[src/pkg/lfdc_pkg.sv]
// Package for the linefeed state and DC feed control block: register map,
// field layouts, reset values, the line state encoding and serial port framing.
// Assumes a single 25 MHz clock domain and a host that reaches the registers
// through the serial control port only.
//
// Operation
// RQ1: Eight linefeed states are selectable through the state control register at address 64.
// RQ2: The state field codes are 000 open, 001 forward active, 010 forward on-hook transmission, 011 lead A open, 100 ringing, 101 reverse active, 110 reverse on-hook transmission, 111 lead B open.
// RQ3: The open loop voltage setting is a 6-bit field at address 72, 0 V to 94.5 V in 1.5 V steps, resetting to 48 V.
// RQ4: The current cap setting is a 3-bit field at address 71, 20 mA to 41 mA in 3 mA steps, resetting to 20 mA.
// RQ5: The ground headroom offset is a 6-bit field at address 73 resetting to 3 V, lifting the line away from ground.
// RQ6: The headroom offset goes to the most positive lead, lead A in forward states and lead B in reverse states.
// RQ7: The host programs current cap, open loop voltage and headroom offset before selecting an active state.
// RQ8: In the open state every drive current is off and both leads float.
// RQ9: The block enters the open state by itself when excessive transistor power is reported. The code does so only while auto_open_enable_in is high.
// RQ10: The forward and reverse active states turn the feed on and keep the audio paths off.
// RQ11: The forward and reverse on-hook transmission states turn the audio paths on.
// RQ12: The lead A open state turns off all lead A drive and keeps lead B fed.
// RQ13: The lead B open state turns off the lead B drive and keeps lead A driven.
// RQ14: The ringing state drives the ringing waveform onto both leads.
// RQ15: A host write to the state register sets the state, and an automatic open shows in the readback.

package lfdc_pkg;

  // ------------------------------------------------------------------
  // Register map
  // ------------------------------------------------------------------
  localparam int ADDR_W = 7;
  localparam int DATA_W = 8;
  localparam logic [6:0] LINE_STATE_SELECT_ADDR = 7'h40;
  localparam logic [6:0] CURRENT_CAP_SETTING_ADDR = 7'h47;
  localparam logic [6:0] OPEN_LOOP_VOLTAGE_SETTING_ADDR = 7'h48;
  localparam logic [6:0] GROUND_HEADROOM_OFFSET_ADDR = 7'h49;

  // ------------------------------------------------------------------
  // Field layouts and reset values
  // ------------------------------------------------------------------
  localparam int STATE_W = 3;
  localparam int CAP_W = 3;
  localparam int VOLT_W = 6;
  // Cap code 0 is 20 mA; each code adds 3 mA.
  localparam logic [2:0] CURRENT_CAP_RESET = 3'h0;
  // Voltage codes are 1.5 V steps: 48 V is code 32.
  localparam logic [5:0] OPEN_LOOP_VOLTAGE_RESET = 6'h20;
  // 3 V headroom is code 2.
  localparam logic [5:0] GROUND_HEADROOM_RESET = 6'h02;
  localparam logic [7:0] UNMAPPED_READ_VALUE = 8'h00;

  // ------------------------------------------------------------------
  // Line states
  // ------------------------------------------------------------------
  typedef enum logic [2:0] {
    LFDC_OPEN        = 3'h0,
    LFDC_FWD_ACTIVE  = 3'h1,
    LFDC_FWD_ONHOOK  = 3'h2,
    LFDC_LEAD_A_OPEN = 3'h3,
    LFDC_RINGING     = 3'h4,
    LFDC_REV_ACTIVE  = 3'h5,
    LFDC_REV_ONHOOK  = 3'h6,
    LFDC_LEAD_B_OPEN = 3'h7
  } lfdc_line_state_t;

  localparam lfdc_line_state_t LINE_STATE_RESET = LFDC_OPEN;

  // ------------------------------------------------------------------
  // Drive vector bit positions
  // ------------------------------------------------------------------
  localparam int DRV_W = 7;
  localparam int DRV_LEAD_A = 6;
  localparam int DRV_LEAD_B = 5;
  localparam int DRV_FEED = 4;
  localparam int DRV_AUDIO = 3;
  localparam int DRV_RING = 2;
  localparam int DRV_REVERSE = 1;
  localparam int DRV_HEADROOM_A = 0;

  // ------------------------------------------------------------------
  // Serial port framing
  // ------------------------------------------------------------------
  localparam logic [4:0] SPI_CMD_LAST_BIT = 5'h07;
  localparam logic [4:0] SPI_FRAME_LAST_BIT = 5'h0F;
  localparam logic [4:0] SPI_FRAME_BITS = 5'h10;
  localparam int SPI_READ_FLAG_POS = 6;

endpackage

[src/rtl/lfdc_spi_port.sv]
// Serial control port: synchronises the host pins, frames a command byte
// and a data byte, and issues register writes or shifts out read data.
// Assumes the serial clock runs at most one eighth of clock_in.
`timescale 1ns/10ps

module lfdc_spi_port (
  input wire logic clock_in,
  input wire logic reset_n_in,
  input wire logic clk_en_in,
  input wire logic spi_sclk_in,
  input wire logic spi_cs_n_in,
  input wire logic spi_sdi_in,
  input wire logic [7:0] rd_data_in,
  output logic [6:0] addr_out,
  output logic wr_stb_out,
  output logic [7:0] wr_data_out,
  output logic sdo_out,
  output logic sdo_oe_n_out
);

  logic [1:0] sclk_s_r;
  logic [1:0] cs_s_r;
  logic [1:0] sdi_s_r;
  logic sclk_d_r;
  logic [4:0] bit_cnt_r;
  logic [7:0] shift_r;
  logic [7:0] tx_r;
  logic is_read_r;
  logic load_r;
  logic active;
  logic rise;
  logic fall;

  // ------------------------------------------------------------------
  // Pin synchronisers
  // ------------------------------------------------------------------
  // Only the second stage is looked at, so a metastable first stage never leaks.
  always_ff @(posedge clock_in or negedge reset_n_in) begin
    if (!reset_n_in) begin
      sclk_s_r <= 2'h0;
      cs_s_r <= 2'h3;
      sdi_s_r <= 2'h0;
      sclk_d_r <= 1'b0;
    end else if (clk_en_in) begin
      sclk_s_r <= {sclk_s_r[0], spi_sclk_in};
      cs_s_r <= {cs_s_r[0], spi_cs_n_in};
      sdi_s_r <= {sdi_s_r[0], spi_sdi_in};
      sclk_d_r <= sclk_s_r[1];
    end
  end

  assign active = ~cs_s_r[1];
  assign rise = active & sclk_s_r[1] & ~sclk_d_r;
  assign fall = active & ~sclk_s_r[1] & sclk_d_r;

  // ------------------------------------------------------------------
  // Receive framing
  // ------------------------------------------------------------------
  // Bits beyond the sixteenth are ignored until select is released.
  always_ff @(posedge clock_in or negedge reset_n_in) begin
    if (!reset_n_in) begin
      bit_cnt_r <= 5'h00;
      shift_r <= 8'h00;
      addr_out <= 7'h00;
      is_read_r <= 1'b0;
      load_r <= 1'b0;
      wr_stb_out <= 1'b0;
      wr_data_out <= 8'h00;
    end else if (clk_en_in) begin
      load_r <= 1'b0;
      wr_stb_out <= 1'b0;
      if (!active) begin
        bit_cnt_r <= 5'h00;
      end else if (rise && bit_cnt_r != lfdc_pkg::SPI_FRAME_BITS) begin
        shift_r <= {shift_r[6:0], sdi_s_r[1]};
        bit_cnt_r <= bit_cnt_r + 5'h01;
        if (bit_cnt_r == lfdc_pkg::SPI_CMD_LAST_BIT) begin
          addr_out <= {shift_r[5:0], sdi_s_r[1]};
          is_read_r <= shift_r[lfdc_pkg::SPI_READ_FLAG_POS];
          load_r <= 1'b1;
        end
        if (bit_cnt_r == lfdc_pkg::SPI_FRAME_LAST_BIT && !is_read_r) begin
          wr_data_out <= {shift_r[6:0], sdi_s_r[1]};
          wr_stb_out <= 1'b1;
        end
      end
    end
  end

  // ------------------------------------------------------------------
  // Transmit path
  // ------------------------------------------------------------------
  // Read data is loaded the cycle after the command, well before the next falling edge.
  always_ff @(posedge clock_in or negedge reset_n_in) begin
    if (!reset_n_in) begin
      tx_r <= 8'h00;
      sdo_out <= 1'b0;
      sdo_oe_n_out <= 1'b1;
    end else if (clk_en_in) begin
      sdo_oe_n_out <= ~(active & is_read_r & bit_cnt_r[3]);
      if (load_r) begin
        tx_r <= is_read_r ? rd_data_in : 8'h00;
      end else if (fall && bit_cnt_r[3]) begin
        sdo_out <= tx_r[7];
        tx_r <= {tx_r[6:0], 1'b0};
      end
    end
  end

endmodule

[src/rtl/lfdc_linefeed_ctrl.sv]
// Linefeed state and DC feed control: register bank behind the serial port,
// the line state selector, drive gating for the external transistors and the
// automatic fall back to the open state on a power alarm.
// Assumes power_alarm_in and auto_open_enable_in come from logic on clock_in.
`timescale 1ns/10ps

module lfdc_linefeed_ctrl (
  input wire logic clock_in,
  input wire logic reset_n_in,
  input wire logic clk_en_in,
  input wire logic spi_sclk_in,
  input wire logic spi_cs_n_in,
  input wire logic spi_sdi_in,
  input wire logic power_alarm_in,
  input wire logic auto_open_enable_in,
  output logic spi_sdo_out,
  output logic spi_sdo_oe_n_out,
  output logic lead_a_drive_en_out,
  output logic lead_b_drive_en_out,
  output logic feed_en_out,
  output logic audio_path_en_out,
  output logic ringing_drive_en_out,
  output logic polarity_reverse_out,
  output logic headroom_on_lead_a_out,
  output logic auto_open_event_out,
  output logic [2:0] current_cap_setting_out,
  output logic [5:0] open_loop_voltage_setting_out,
  output logic [5:0] ground_headroom_offset_out
);

  lfdc_pkg::lfdc_line_state_t state_r;
  logic [2:0] current_cap_r;
  logic [5:0] open_loop_voltage_r;
  logic [5:0] ground_headroom_r;
  logic [6:0] reg_addr;
  logic wr_stb;
  logic [7:0] wr_data;
  logic [7:0] rd_data;
  logic force_open;
  logic [lfdc_pkg::DRV_W-1:0] drive_nxt;

  // ------------------------------------------------------------------
  // Drive decode
  // ------------------------------------------------------------------
  // Maps a line state to the drive vector for the registered outputs; the checks below decode state_r on their own.
  function automatic logic [lfdc_pkg::DRV_W-1:0] drive_of(
      input lfdc_pkg::lfdc_line_state_t st);
    logic [lfdc_pkg::DRV_W-1:0] v;
    v = '0;
    case (st)
      lfdc_pkg::LFDC_FWD_ACTIVE, lfdc_pkg::LFDC_REV_ACTIVE: begin
        v[lfdc_pkg::DRV_LEAD_A] = 1'b1; // RQ10
        v[lfdc_pkg::DRV_LEAD_B] = 1'b1;
        v[lfdc_pkg::DRV_FEED] = 1'b1;
      end
      lfdc_pkg::LFDC_FWD_ONHOOK, lfdc_pkg::LFDC_REV_ONHOOK: begin
        v[lfdc_pkg::DRV_LEAD_A] = 1'b1; // RQ11
        v[lfdc_pkg::DRV_LEAD_B] = 1'b1;
        v[lfdc_pkg::DRV_FEED] = 1'b1;
        v[lfdc_pkg::DRV_AUDIO] = 1'b1;
      end
      lfdc_pkg::LFDC_LEAD_A_OPEN: begin
        v[lfdc_pkg::DRV_LEAD_B] = 1'b1; // RQ12
        v[lfdc_pkg::DRV_FEED] = 1'b1;
      end
      lfdc_pkg::LFDC_LEAD_B_OPEN: begin
        v[lfdc_pkg::DRV_LEAD_A] = 1'b1; // RQ13
        v[lfdc_pkg::DRV_FEED] = 1'b1;
      end
      lfdc_pkg::LFDC_RINGING: begin
        v[lfdc_pkg::DRV_LEAD_A] = 1'b1; // RQ14
        v[lfdc_pkg::DRV_LEAD_B] = 1'b1;
        v[lfdc_pkg::DRV_RING] = 1'b1;
      end
      default: begin
        v = '0; // RQ8
      end
    endcase
    // Reverse states put the positive lead, and so the headroom, on lead B.
    v[lfdc_pkg::DRV_REVERSE] = (st == lfdc_pkg::LFDC_REV_ACTIVE) ||
                               (st == lfdc_pkg::LFDC_REV_ONHOOK); // RQ6
    v[lfdc_pkg::DRV_HEADROOM_A] = ~v[lfdc_pkg::DRV_REVERSE]; // RQ6
    return v;
  endfunction

  // ------------------------------------------------------------------
  // Serial control port
  // ------------------------------------------------------------------
  lfdc_spi_port u_spi (
    .clock_in(clock_in),
    .reset_n_in(reset_n_in),
    .clk_en_in(clk_en_in),
    .spi_sclk_in(spi_sclk_in),
    .spi_cs_n_in(spi_cs_n_in),
    .spi_sdi_in(spi_sdi_in),
    .rd_data_in(rd_data),
    .addr_out(reg_addr),
    .wr_stb_out(wr_stb),
    .wr_data_out(wr_data),
    .sdo_out(spi_sdo_out),
    .sdo_oe_n_out(spi_sdo_oe_n_out)
  );

  // ------------------------------------------------------------------
  // Line state selector
  // ------------------------------------------------------------------
  // The alarm wins over a host write in the same cycle, so a fault can never
  // be overridden by a late write while the transistors are overheating.
  assign force_open = power_alarm_in & auto_open_enable_in; // RQ9

  always_ff @(posedge clock_in or negedge reset_n_in) begin
    if (!reset_n_in) begin
      state_r <= lfdc_pkg::LINE_STATE_RESET;
    end else if (clk_en_in) begin
      if (force_open) begin
        state_r <= lfdc_pkg::LFDC_OPEN; // RQ9
      end else if (wr_stb && reg_addr == lfdc_pkg::LINE_STATE_SELECT_ADDR) begin
        state_r <= lfdc_pkg::lfdc_line_state_t'(wr_data[2:0]); // RQ1 RQ2 RQ15
      end
    end
  end

  // ------------------------------------------------------------------
  // DC feed settings
  // ------------------------------------------------------------------
  // Settings reset to usable defaults, so an early active state is still safe.
  always_ff @(posedge clock_in or negedge reset_n_in) begin
    if (!reset_n_in) begin
      current_cap_r <= lfdc_pkg::CURRENT_CAP_RESET; // RQ4
      open_loop_voltage_r <= lfdc_pkg::OPEN_LOOP_VOLTAGE_RESET; // RQ3
      ground_headroom_r <= lfdc_pkg::GROUND_HEADROOM_RESET; // RQ5
    end else if (clk_en_in && wr_stb) begin
      if (reg_addr == lfdc_pkg::CURRENT_CAP_SETTING_ADDR) begin
        current_cap_r <= wr_data[2:0]; // RQ4
      end else if (reg_addr == lfdc_pkg::OPEN_LOOP_VOLTAGE_SETTING_ADDR) begin
        open_loop_voltage_r <= wr_data[5:0]; // RQ3
      end else if (reg_addr == lfdc_pkg::GROUND_HEADROOM_OFFSET_ADDR) begin
        ground_headroom_r <= wr_data[5:0]; // RQ5
      end
    end
  end

  // ------------------------------------------------------------------
  // Read-back mux
  // ------------------------------------------------------------------
  // The state read back is the live one, including any automatic open.
  always_comb begin
    if (reg_addr == lfdc_pkg::LINE_STATE_SELECT_ADDR) begin
      rd_data = {5'h00, state_r}; // RQ15
    end else if (reg_addr == lfdc_pkg::CURRENT_CAP_SETTING_ADDR) begin
      rd_data = {5'h00, current_cap_r};
    end else if (reg_addr == lfdc_pkg::OPEN_LOOP_VOLTAGE_SETTING_ADDR) begin
      rd_data = {2'h0, open_loop_voltage_r};
    end else if (reg_addr == lfdc_pkg::GROUND_HEADROOM_OFFSET_ADDR) begin
      rd_data = {2'h0, ground_headroom_r};
    end else begin
      rd_data = lfdc_pkg::UNMAPPED_READ_VALUE;
    end
  end

  // ------------------------------------------------------------------
  // Registered outputs
  // ------------------------------------------------------------------
  // Every drive follows the state one cycle later; settings follow the registers.
  assign drive_nxt = drive_of(state_r);

  always_ff @(posedge clock_in or negedge reset_n_in) begin
    if (!reset_n_in) begin
      lead_a_drive_en_out <= 1'b0;
      lead_b_drive_en_out <= 1'b0;
      feed_en_out <= 1'b0;
      audio_path_en_out <= 1'b0;
      ringing_drive_en_out <= 1'b0;
      polarity_reverse_out <= 1'b0;
      headroom_on_lead_a_out <= 1'b1;
    end else if (clk_en_in) begin
      lead_a_drive_en_out <= drive_nxt[lfdc_pkg::DRV_LEAD_A]; // RQ8
      lead_b_drive_en_out <= drive_nxt[lfdc_pkg::DRV_LEAD_B]; // RQ8
      feed_en_out <= drive_nxt[lfdc_pkg::DRV_FEED]; // RQ10
      audio_path_en_out <= drive_nxt[lfdc_pkg::DRV_AUDIO]; // RQ11
      ringing_drive_en_out <= drive_nxt[lfdc_pkg::DRV_RING]; // RQ14
      polarity_reverse_out <= drive_nxt[lfdc_pkg::DRV_REVERSE];
      headroom_on_lead_a_out <= drive_nxt[lfdc_pkg::DRV_HEADROOM_A]; // RQ6
    end
  end

  always_ff @(posedge clock_in or negedge reset_n_in) begin
    if (!reset_n_in) begin
      current_cap_setting_out <= lfdc_pkg::CURRENT_CAP_RESET;
      open_loop_voltage_setting_out <= lfdc_pkg::OPEN_LOOP_VOLTAGE_RESET;
      ground_headroom_offset_out <= lfdc_pkg::GROUND_HEADROOM_RESET;
    end else if (clk_en_in) begin
      current_cap_setting_out <= current_cap_r; // RQ4
      open_loop_voltage_setting_out <= open_loop_voltage_r; // RQ3
      ground_headroom_offset_out <= ground_headroom_r; // RQ5
    end
  end

  // A one-cycle mark each time the alarm actually drops a live state to open.
  always_ff @(posedge clock_in or negedge reset_n_in) begin
    if (!reset_n_in) begin
      auto_open_event_out <= 1'b0;
    end else if (clk_en_in) begin
      auto_open_event_out <= force_open && (state_r != lfdc_pkg::LFDC_OPEN); // RQ9
    end
  end
endmodule

[config.mk]
export PLATFORM = sky130hd
export DESIGN_NAME = lfdc_linefeed_ctrl
export DESIGN_NICKNAME = d
export VERILOG_FILES = /design/src/pkg/lfdc_pkg.sv /design/src/rtl/lfdc_spi_port.sv /design/src/rtl/lfdc_linefeed_ctrl.sv
export SDC_FILE = /design/constraint.sdc
export NUM_CORES = 1
export LEC_CHECK = 0
export ABC_AREA = 1
export BUFFER_PORTS_ARGS = -buffer_cell sky130_fd_sc_hd__buf_2
export CAP_MARGIN = 40
export CORE_UTILIZATION = 25
export CTS_BUF_LIST = sky130_fd_sc_hd__clkbuf_16
export DETAILED_ROUTE_END_ITERATION = 8
export HOLD_SLACK_MARGIN = 0.02
export MAX_ROUTING_LAYER = met4
export PLACE_DENSITY = 0.4
export SLEW_MARGIN = 20
export SYNTH_ARGS = -nofsm -noshare
export SYNTH_HDL_FRONTEND = slang
export SYNTH_HIERARCHICAL = 1
export SYNTH_SLANG_ARGS = --single-unit
[constraint.sdc]
create_clock -name clock_in -period 4.6 [get_ports clock_in]
set_input_delay 0.92 -clock clock_in [delete_from_list [all_inputs] [get_ports clock_in]]
set_output_delay 0.92 -clock clock_in [all_outputs]
set_load 0.03 [all_outputs]
==> results of run 1 <==
cell type report:
class / instances / share of cell area
clock inverters: 7 / 0.0191
flip-flops and latches: 86 / 0.458
well taps: 216 / 0.0573
repair buffers: 34 / 0.0377
multi-input cells: 346 / 0.354
inverters: 32 / 0.0255
clock buffers: 9 / 0.0478
worst min-delay path by stage:
stage	from	end	cells after the start
floorplan	u_spi/sclk_s_r[0]	u_spi/sclk_s_r[0]	2
global placement	ground_headroom_offset_out[1]	ground_headroom_offset_out[1]	2
detailed placement	open_loop_voltage_setting_out[1]	open_loop_voltage_setting_out[1]	2
CTS	ground_headroom_offset_out[1]	ground_headroom_offset_out[1]	2
global route	open_loop_voltage_setting_out[5]	open_loop_voltage_setting_out[5]	2
finish	ground_headroom_offset_out[1]	ground_headroom_offset_out[1]	2
worst max-delay path, cell delays in order:
cell	delay, ns
buf_2	0.41
inv_2	0.21
nor2_1	0.26
nand2_2	0.19
nand2_2	0.20
nand2_1	0.08
nand2_1	0.06
layout by cell type, fill, tap and decap left out, types with 3 or more instances in the layout:
cell and count:
buf_2 31, buf_4 3, clkbuf_16 9, dfrtp_1 78, dfstp_2 8, ha_1 3, inv_1 25, inv_2 7
nand2_1 200, nand2_2 6, nand3_1 40, nand4_1 20, nor2_1 18, nor2_4 7, o21ai_0 25, o21ai_1 5
report_power, final:
part / internal (mW) / total [mW] / switching, mW / leakage, nW
sequential: 0.784 / 0.810 / 0.0259 / 1.12
combinational: 0.0232 / 0.0940 / 0.0709 / 1.19
clock: 0.473 / 0.782 / 0.309 / 0.157
registers in the layout (all words and copies together), names as in the netlist, 3 cells and up:
register,cells
u_spi/tx_r,8
u_spi/addr_out,7
u_spi/shift_r,7
ground_headroom_offset_out,6
ground_headroom_r,6
open_loop_voltage_r,6
open_loop_voltage_setting_out,6
u_spi/wr_data_out,6
u_spi/bit_cnt_r,5
current_cap_r,3
current_cap_setting_out,3
state_r,3
layer usage:
| layer | GRT usage | up-vias |
|---|---|---|
| met4 | 0.0478 | 0 |
| met5 | - | - |
| met1 | 0.170 | 1451 |
| li1 | - | 1604 |
| met2 | 0.186 | 46 |
| met3 | 0.0299 | 9 |
==> out/qor.yml, run 1 <==
run_status:
  outcome: "finished with violations"
  violations: "design-rule violations"
sta:
  slew_violations: 0
  max_freq_mhz: 487
  hold_ws_ns: 0.460
  period_minus_slack_ns: 2.05
  rsz0062_at_grt: "no"
  setup_violations: 0
  setup_tns_ns: 0
  worst_pin_slew_ns: 0.689
  clock-skew-final_ns: 0.00477
  layout_setup_ws_ns: 2.55
  min_period_over_period: 0.447
  slew_headroom: 0.541
  finalHoldViolations: 0
finish:
  syn_to_final_growth_pct: 17.0
  finish.instance_area_um2: 4720
  multiInputGateArea_um2: 1670
  finalNonFillerCells: 730
  drive_gt1_frac: 0.171
  fin_util: 0.298
  num-fill-cells: 1712
  nets: 521
  antenna_cells: 0
  seq_area_um2: 2160
critical_path:
  r2r_end: "u_spi/wr_data_out[1]"
  worst_ep_arrival_time_ns: 2.34
  path_class: "in -> reg"
  critical_path_peak_fanout: 21
  crit_path_end_kind: "flip-flop"
  reg2reg_slack_ns: 2.88
  worst-r2r-cell-count: 8
  worstReg2RegStart: "u_spi/bit_cnt_r[1]"
  cp-start-kind: "input port"
  crit_start: "clk_en_in"
  required_ns: 4.88
  cp-endpoint: "u_spi/tx_r[0]"
grt:
  grtUsageTotal: 0.127
  grt_pass1_wl_um: 15400
  antenna_found_initial: 0
  grt_pass1_vias: 2891
  grt_max_degree: 54
  globalRouteOverflowTotal: 0
synth:
  syn_area_um2: 4030
  yosys_warnings: 6
  synthCells: 476
  syn_avg_cell_area_um2: 8.47
clock_network:
  cts_sinks: 86
  cts_hold_buf: 0
  cts_tree: "built"
  insertion_delay_ns: 0.34
  clockRootBuffer: "clkbuf_16"
  clkSlewWorstSetupHoldPaths_ns: 0.06
  clockBufferDepth: 2
  h-tree-depth: 3
  numCtsBuffers: 9
  post_cts_buffers: 0
  post_cts_resized: 0
route:
  wire_per_inst_um: 12.8
  topRoutingLayerUsed: "met4"
  drtIter0Drc: 149
  drt-met1-wl_um: 4640
  antenna_left: 0
  drtPass1Iterations: 6
  avgViaCountPerCell: 4.26
  wl_met2_um: 4270
  route.met3.wl_um: 309
  wl_um: 9350
  dr_total_vias: 3110
  drc: 1
power:
  powerDensity_nw_per_um2: 358
  p_leak_nw: 2.46
  power_mw: 1.69
  ir_drop_mv: 0.183
flow_run:
  drv_cap: 0
place:
  dp.cells: 714
  placed_cell_area_um2: 4400
  gp_congestion: 0.769
  portBuffers: 32
  dp_slack_ns: 2.18
  dp_hpwl_um: 6580
die:
  start_util: 0.255
  coreArea_um2: 15800
  io_pins: 33
  dieWidth_um: 129
  dieHeight_um: 129
  row_count: 46
  die_area_um2: 16600
hold_path:
  min_path_type: "reg -> reg"
Power figures use the tool's default switching activity.
==> run 2: changes to the inputs <==
- PLACE_DENSITY: 0.4 -> 0.41
- clock period: 4.6 -> 1.7 ns (I/O delays scaled with it)
==> run 2 against run 1 <==
  * The run now ends clean
  * Sequential power grew to 2.7 times the previous value
  * Final area increased by 2.3%
  * Global-route usage grew 0.23 points
  * Wire length rose by 1.6%
  * Highest routed layer unchanged
==> out/qor.yml, run 2 (synthesis results as in run 1) <==
finish:
  finalNonFillerCells: 747  # +2.3%
  largest_register: "u_spi/tx_r"
  drive_gt1_frac: 0.200  # +0.0284
  antenna_cells: 0  # unchanged
  final_cell_mix: "198 x nand2_1, 78 x dfrtp_1, 40 x nand3_1, 31 x buf_2, 25 x o21ai_0"
  largest_registers: "u_spi/tx_r (8), u_spi/addr_out (7), u_spi/shift_r (7)"
  layout_commonest_cell: "nand2_1"
  nets: 538  # +3.3%
  largest_reg_flops: 8  # unchanged
  syn_to_final_growth_pct: 19.6
critical_path:
  worst-r2r-cell-count: 8  # unchanged
  required_ns: 1.94  # -2.94 ns
  critical_path_peak_fanout: 7  # -67%
  crit_buf_inv: 0  # -2
  path_cells: "ha_2, nand2_2, nor2_2, ha_1, nor3b_4, nand2_2, nand2_1, nand2_1"
  path_class: "reg -> reg"
  crit_path_end_kind: "flip-flop"
  worst_ep_arrival_time_ns: 1.84  # -0.50 ns
  cp-start-kind: "flip-flop"
  critPathSlowestCell: "dfrtp_1"
  cp_num_cells: 8  # +1
  slowest_delay_ns: 0.39  # -0.02 ns
  critPathTopFamily: "simple AND/OR/NAND/NOR gates"
route:
  avgViaCountPerCell: 4.21  # -1.2%
  drc: 0  # -1
  drtPass1Iterations: 4  # -2
  wl_um: 9500  # +1.6%
  antenna_left: 0  # unchanged
  wire_per_inst_um: 12.7  # -0.71%
  dr_total_vias: 3145  # +1.1%
  drtIter0Drc: 199  # +34%
power:
  powerDensity_nw_per_um2: 878  # +150%
  ir_drop_mv: 0.491  # +170%
  p_leak_nw: 2.53  # +2.8%
  power_mw: 4.24  # +150%
sta:
  max_freq_mhz: 625
  hold_ws_ns: 0.190  # -0.269 ns
  rsz0062_at_grt: "yes"
  clock-skew-final_ns: 0.00576  # +0.000991 ns
  setup_violations: 0  # unchanged
  layout_setup_ws_ns: 0.0988  # -2.45 ns
  period_minus_slack_ns: 1.60
  finalHoldViolations: 0  # unchanged
  min_period_over_period: 0.942
  slew_violations: 0  # unchanged
grt:
  grt_pass1_wl_um: 15800  # +2.1%
  grtUsageTotal: 0.129  # +0.00226
  antenna_found_initial: 0  # unchanged
  globalRouteOverflowTotal: 0  # unchanged
  grt_pass1_vias: 3072  # +6.3%
  grt_max_degree: 38  # -30%
die:
  dieHeight_um: 129  # unchanged
  dieWidth_um: 129  # unchanged
  coreArea_um2: 15800  # unchanged
  io_pins: 33  # unchanged
  die_area_um2: 16600  # unchanged
  start_util: 0.255  # unchanged
  row_count: 46  # unchanged
run_status:
  outcome: "completed"
clock_network:
  cts_tree: "built"
  clockRootBuffer: "clkbuf_16"
  clkSlewWorstSetupHoldPaths_ns: 0.06  # about the same
  clockBufferDepth: 2  # unchanged
  numCtsBuffers: 9  # unchanged
  insertion_delay_ns: 0.34  # about the same
  cts_sinks: 86  # unchanged
  h-tree-depth: 3  # unchanged
place:
  gp_congestion: 0.776  # +1.0%
  dp_slack_ns: 0.104  # -2.08 ns
  dp_hpwl_um: 6820  # +3.6%
  portBuffers: 32  # unchanged
  dp.cells: 727  # +1.8%
hold_path:
  hold_path_depth: 3  # +1
  min_path_type: "in -> reg"
flow_run:
  drv_cap: 0  # unchanged
run 2: cell count changes in the layout (fill, tap and decap cells not counted), moves of 2 or more:
cell       delta
buf_12        +2
buf_4        +14
bufinv_16     -2
clkinv_1      +3
clkinv_2      +2
nand2_1       -2
nand2_2       +2
run 2: per-layer routing:
layer,track usage,vias to the layer above,part of all wire
met5,-,-,0
met4,0.0450,0,0.013
met3,0.0349,9,0.026
met2,0.203,34,0.47
met1,0.160,1471,0.49
li1,-,1631,-
run 2: area by class of cell:
| class | count | area [um2] |
|---|---|---|
| inverter | 32 | 120 |
| tap | 216 | 270 |
| clock inverter | 7 | 31.3 |
| multi-input combinational | 346 | 1680 |
| fill | 1735 | 11000 |
| timing repair buffer | 51 | 333 |
| clock buffer | 9 | 225 |
| sequential | 86 | 2160 |
run 2: tightest hold or removal path, stage by stage:
cell	delay [ns]
buf_2	0.09
nand2_1	0.05
nand2_1	0.04
run 2: worst paths after layout:
kind,from,endpoint,slack (ns)
max,u_spi/bit_cnt_r[0],u_spi/wr_data_out[0],0.1
min,spi_cs_n_in,u_spi/cs_s_r[0],0.19
max reg2reg,u_spi/bit_cnt_r[0],u_spi/wr_data_out[0],0.1
min reg2reg,ground_headroom_offset_out[1],ground_headroom_offset_out[1],0.46
max in group asynchronous,reset_n_in,headroom_on_lead_a_out,0.59
min in group asynchronous,reset_n_in,current_cap_r[2],0.48
run 2: through the flow:
stage | area (um2) | TNS [ns] | utilization
after floorplan | 4040 | 0 | -
after global placement | 4520 | 0 | 0.286
after detailed placement | 4520 | 0 | 0.286
after CTS | 4790 | 0 | 0.303
after global routing | 4820 | -0.0448 | 0.305
final | 4820 | 0 | 0.305
run 2: timing repair:
item | 4_1_cts | 5_1_grt
endpoints found under the setup margin | 0 | 6
resized for setup | 0 | 4
hold endpoints to repair | 25 | 0
buffers inserted | 0 | 3
hold buffers | 1 | 0
run 2: power breakdown:
| group | internal (mW) | switching, mW |
|---|---|---|
| sequential | 2.12 | 0.0668 |
| clock | 0.964 | 0.792 |
| combinational | 0.0941 | 0.197 |
==> run 3: changes to the inputs <==
- ABC_AREA: 1 -> default
- CORE_MARGIN: default -> 1
==> run 3 against run 2 <==
  * The flow now finishes with violations (negative setup slack)
  * Global-route usage down 0.83 points
  * First-iteration DRC count decreased by 50%
  * Synthesized cell count decreased by 37%
  * Wire length decreased by 6.0%
  * Largest cell class unchanged
  * Register-to-register slack worse by 0.13 ns
  * Critical path depth shrank 5
  * Combinational power grew to 2.9 times the previous value
  * Setup slack worse by 0.13 ns
  * Utilization increased by 2.8 points
  * Clock power up 16%
  * Critical endpoint is now current_cap_r[1]
  * Sequential cell count did not move
==> out/qor.yml, run 3 <==
route:
  wl_um: 8930  # -6.0%
  drtPass1Iterations: 4  # unchanged
  dr_total_vias: 2550  # -19%
  drc: 0  # unchanged
  drtIter0Drc: 99  # -50%
  wire_per_inst_um: 16.1  # +27%
  antenna_left: 0  # unchanged
  avgViaCountPerCell: 4.60  # +9.3%
sta:
  setup_violations: 14  # +14
  min_period_over_period: 1.02  # +0.0736
  layout_setup_ws_ns: -0.0263  # -0.125 ns
  period_minus_slack_ns: 1.73  # +0.125 ns
  max_freq_mhz: 579  # -7.2%
  slew_violations: 0  # unchanged
  clock-skew-final_ns: 0.0118  # +0.00608 ns
  rsz0062_at_grt: "yes"
  finalHoldViolations: 0  # unchanged
place:
  dp.cells: 530  # -27%
  portBuffers: 32  # unchanged
  gp_congestion: 0.763  # -1.8%
  dp_hpwl_um: 6050  # -11%
power:
  powerDensity_nw_per_um2: 1050  # +20%
  p_sw_frac: 0.279  # +0.0298
  comb_power_share: 0.157  # +0.088
  p_switching_mw: 1.49  # +41%
  p_leak_nw: 2.31  # -8.5%
  pwr-share-clk: 0.382  # -0.032
  seqPwrFrac: 0.461  # -0.056
  p_int_mw: 3.84  # +21%
  ir_drop_mv: 0.468  # -4.7%
  power_mw: 5.32  # +26%
clock_network:
  clockRootBuffer: "clkbuf_16"
  numCtsBuffers: 9  # unchanged
  insertion_delay_ns: 0.34  # about the same
  h-tree-depth: 3  # unchanged
  clkSlewWorstSetupHoldPaths_ns: 0.07  # about the same
  cts_tree: "built"
  clockBufferDepth: 2  # unchanged
  cts_sinks: 86  # unchanged
finish:
  drive_gt1_frac: 0.470  # +0.270
  final_cell_mix: "77 x dfrtp_1, 31 x mux2_2, 31 x buf_2, 29 x mux2_4, 23 x buf_4"
  nets: 373  # -31%
  largest_register: "u_spi/tx_r"
  antenna_cells: 0  # unchanged
  largest_registers: "u_spi/tx_r (8), u_spi/addr_out (7), u_spi/shift_r (7)"
  finalNonFillerCells: 554  # -26%
  layout_commonest_cell: "dfrtp_1"
  syn_to_final_growth_pct: 30.3
  largest_reg_flops: 8  # unchanged
die:
  die_area_um2: 16000  # -3.6%
  dieHeight_um: 127  # -1.8%
  dieWidth_um: 127  # -1.8%
  row_count: 45  # -2.2%
  io_pins: 33  # unchanged
  start_util: 0.255  # +0.000770
  coreArea_um2: 15200  # -4.0%
grt:
  use_met3: 0.0232  # -0.0117
  grt_max_degree: 38  # unchanged
  antenna_found_initial: 0  # unchanged
  grt_pass1_vias: 2599  # -15%
  grt_pass1_wl_um: 14400  # -8.4%
  globalRouteOverflowTotal: 0  # unchanged
  grt-busiest-layer: "met2"
  use_met1: 0.159  # -0.00104
  gr-usage-met2: 0.177  # -0.0261
  grtUsageTotal: 0.121  # -0.00835
hold_path:
  min_path_type: "in -> reg"
synth:
  syn_area_um2: 3880  # -3.7%
  yosys_warnings: 6  # unchanged
  syn_avg_cell_area_um2: 13.0  # +54%
  synthCells: 298  # -37%
critical_path:
  crit_path_end_kind: "flip-flop"
  path_class: "reg -> reg"
  cp-start-kind: "flip-flop"
  path_cells: "or4b_4, nor3_4, mux2_4"
  slowest_delay_ns: 0.60  # +0.21 ns
  worst_ep_arrival_time_ns: 1.96  # +0.12 ns
  critPathSlowestCell: "or4b_4"
  required_ns: 1.93  # about the same
  critical_path_peak_fanout: 4  # -3
run_status:
  violations: "negative setup slack"
  outcome: "finished with violations"
flow_run:
  drv_cap: 0  # unchanged
-- run 3: cell count changes in the layout (fill, tap and decap cells not counted), sizes merged, moves of 13 or more --
cell	previous run	this run
buf	50	63
inv	31	17
mux2	0	60
nand2	209	9
nand3	42	6
nand4	21	1
nor2	28	7
o21ai	30	13
-- run 3: power by group through the flow --
| stage | Combinational (mW) | Sequential (mW) | Clock, mW |
|---|---|---|---|
| global placement | 0.720 | 2.47 | 0 |
| global route | 0.920 | 2.50 | 2.19 |
| finish | 0.836 | 2.45 | 2.04 |
| CTS | 0.741 | 2.44 | 2.11 |
| detailed placement | 0.723 | 2.48 | 0 |
| floorplan | 0.440 | 2.42 | 0 |
-- run 3: worst max-delay path: cells and delay by family (launching register included) --
kind / cells / cell delay, ns
and+or+nand+nor: 2 / 0.90
DFF: 1 / 0.39
muxes: 1 / 0.33
-- run 3: area by class of cell --
class | count | area [um2]
inverter | 13 | 48.8
sequential | 86 | 2160
clock inverter | 7 | 80.1
fill | 1529 | 10100
tap | 188 | 235
multi-input combinational | 187 | 1840
timing repair buffer | 64 | 465
clock buffer | 9 | 225
-- run 3: per-layer routing --
| layer | share of wire | routed length (um) | vias to the layer above |
|---|---|---|---|
| met5 | 0 | 0 | - |
| met4 | 0.016 | 141 | 0 |
| met3 | 0.024 | 214 | 12 |
| met2 | 0.46 | 4120 | 34 |
| met1 | 0.50 | 4450 | 1290 |
| li1 | - | - | 1214 |
-- run 3: metrics by stage --
step | hold slack (ns) | worst slack, ns | util | setup TNS [ns] | instance area (um2)
global route | 0.238 | -0.0863 | 0.333 | -1.24 | 5060
global placement | 0.269 | -0.135 | 0.294 | -1.89 | 4470
floorplan | 0.0444 | -0.153 | - | -1.99 | 3920
finish | 0.239 | -0.0263 | 0.333 | -0.187 | 5060
detailed placement | 0.274 | -0.148 | 0.294 | -2.19 | 4470
CTS | 0.226 | -0.0426 | 0.317 | -0.478 | 4820
-- run 3: repair_timing --
item / in CTS / in global routing
hold buffers: 1 / 0
pin swaps: 3 / 5
gates cloned: 0 / 1
endpoints found under the hold margin: 16 / 0
endpoints found under the setup margin: 30 / 46
gates resized for setup: 9 / 47
setup buffers: 0 / 6
-- run 3: worst paths after layout --
| check | start | to | slack [ns] | depth (start not counted) |
|---|---|---|---|---|
| max in group asynchronous | reset_n_in | open_loop_voltage_setting_out[5] | 0.68 | 3 |
| worst max-delay path | u_spi/addr_out[3] | current_cap_r[1] | -0.03 | 3 |
| worst max register to register | u_spi/addr_out[3] | current_cap_r[1] | -0.03 | 3 |
| min in group asynchronous | reset_n_in | polarity_reverse_out | 0.44 | 2 |
| worst min-delay path | spi_cs_n_in | u_spi/cs_s_r[0] | 0.24 | 2 |
| worst min register to register | headroom_on_lead_a_out | headroom_on_lead_a_out | 0.49 | 2 |
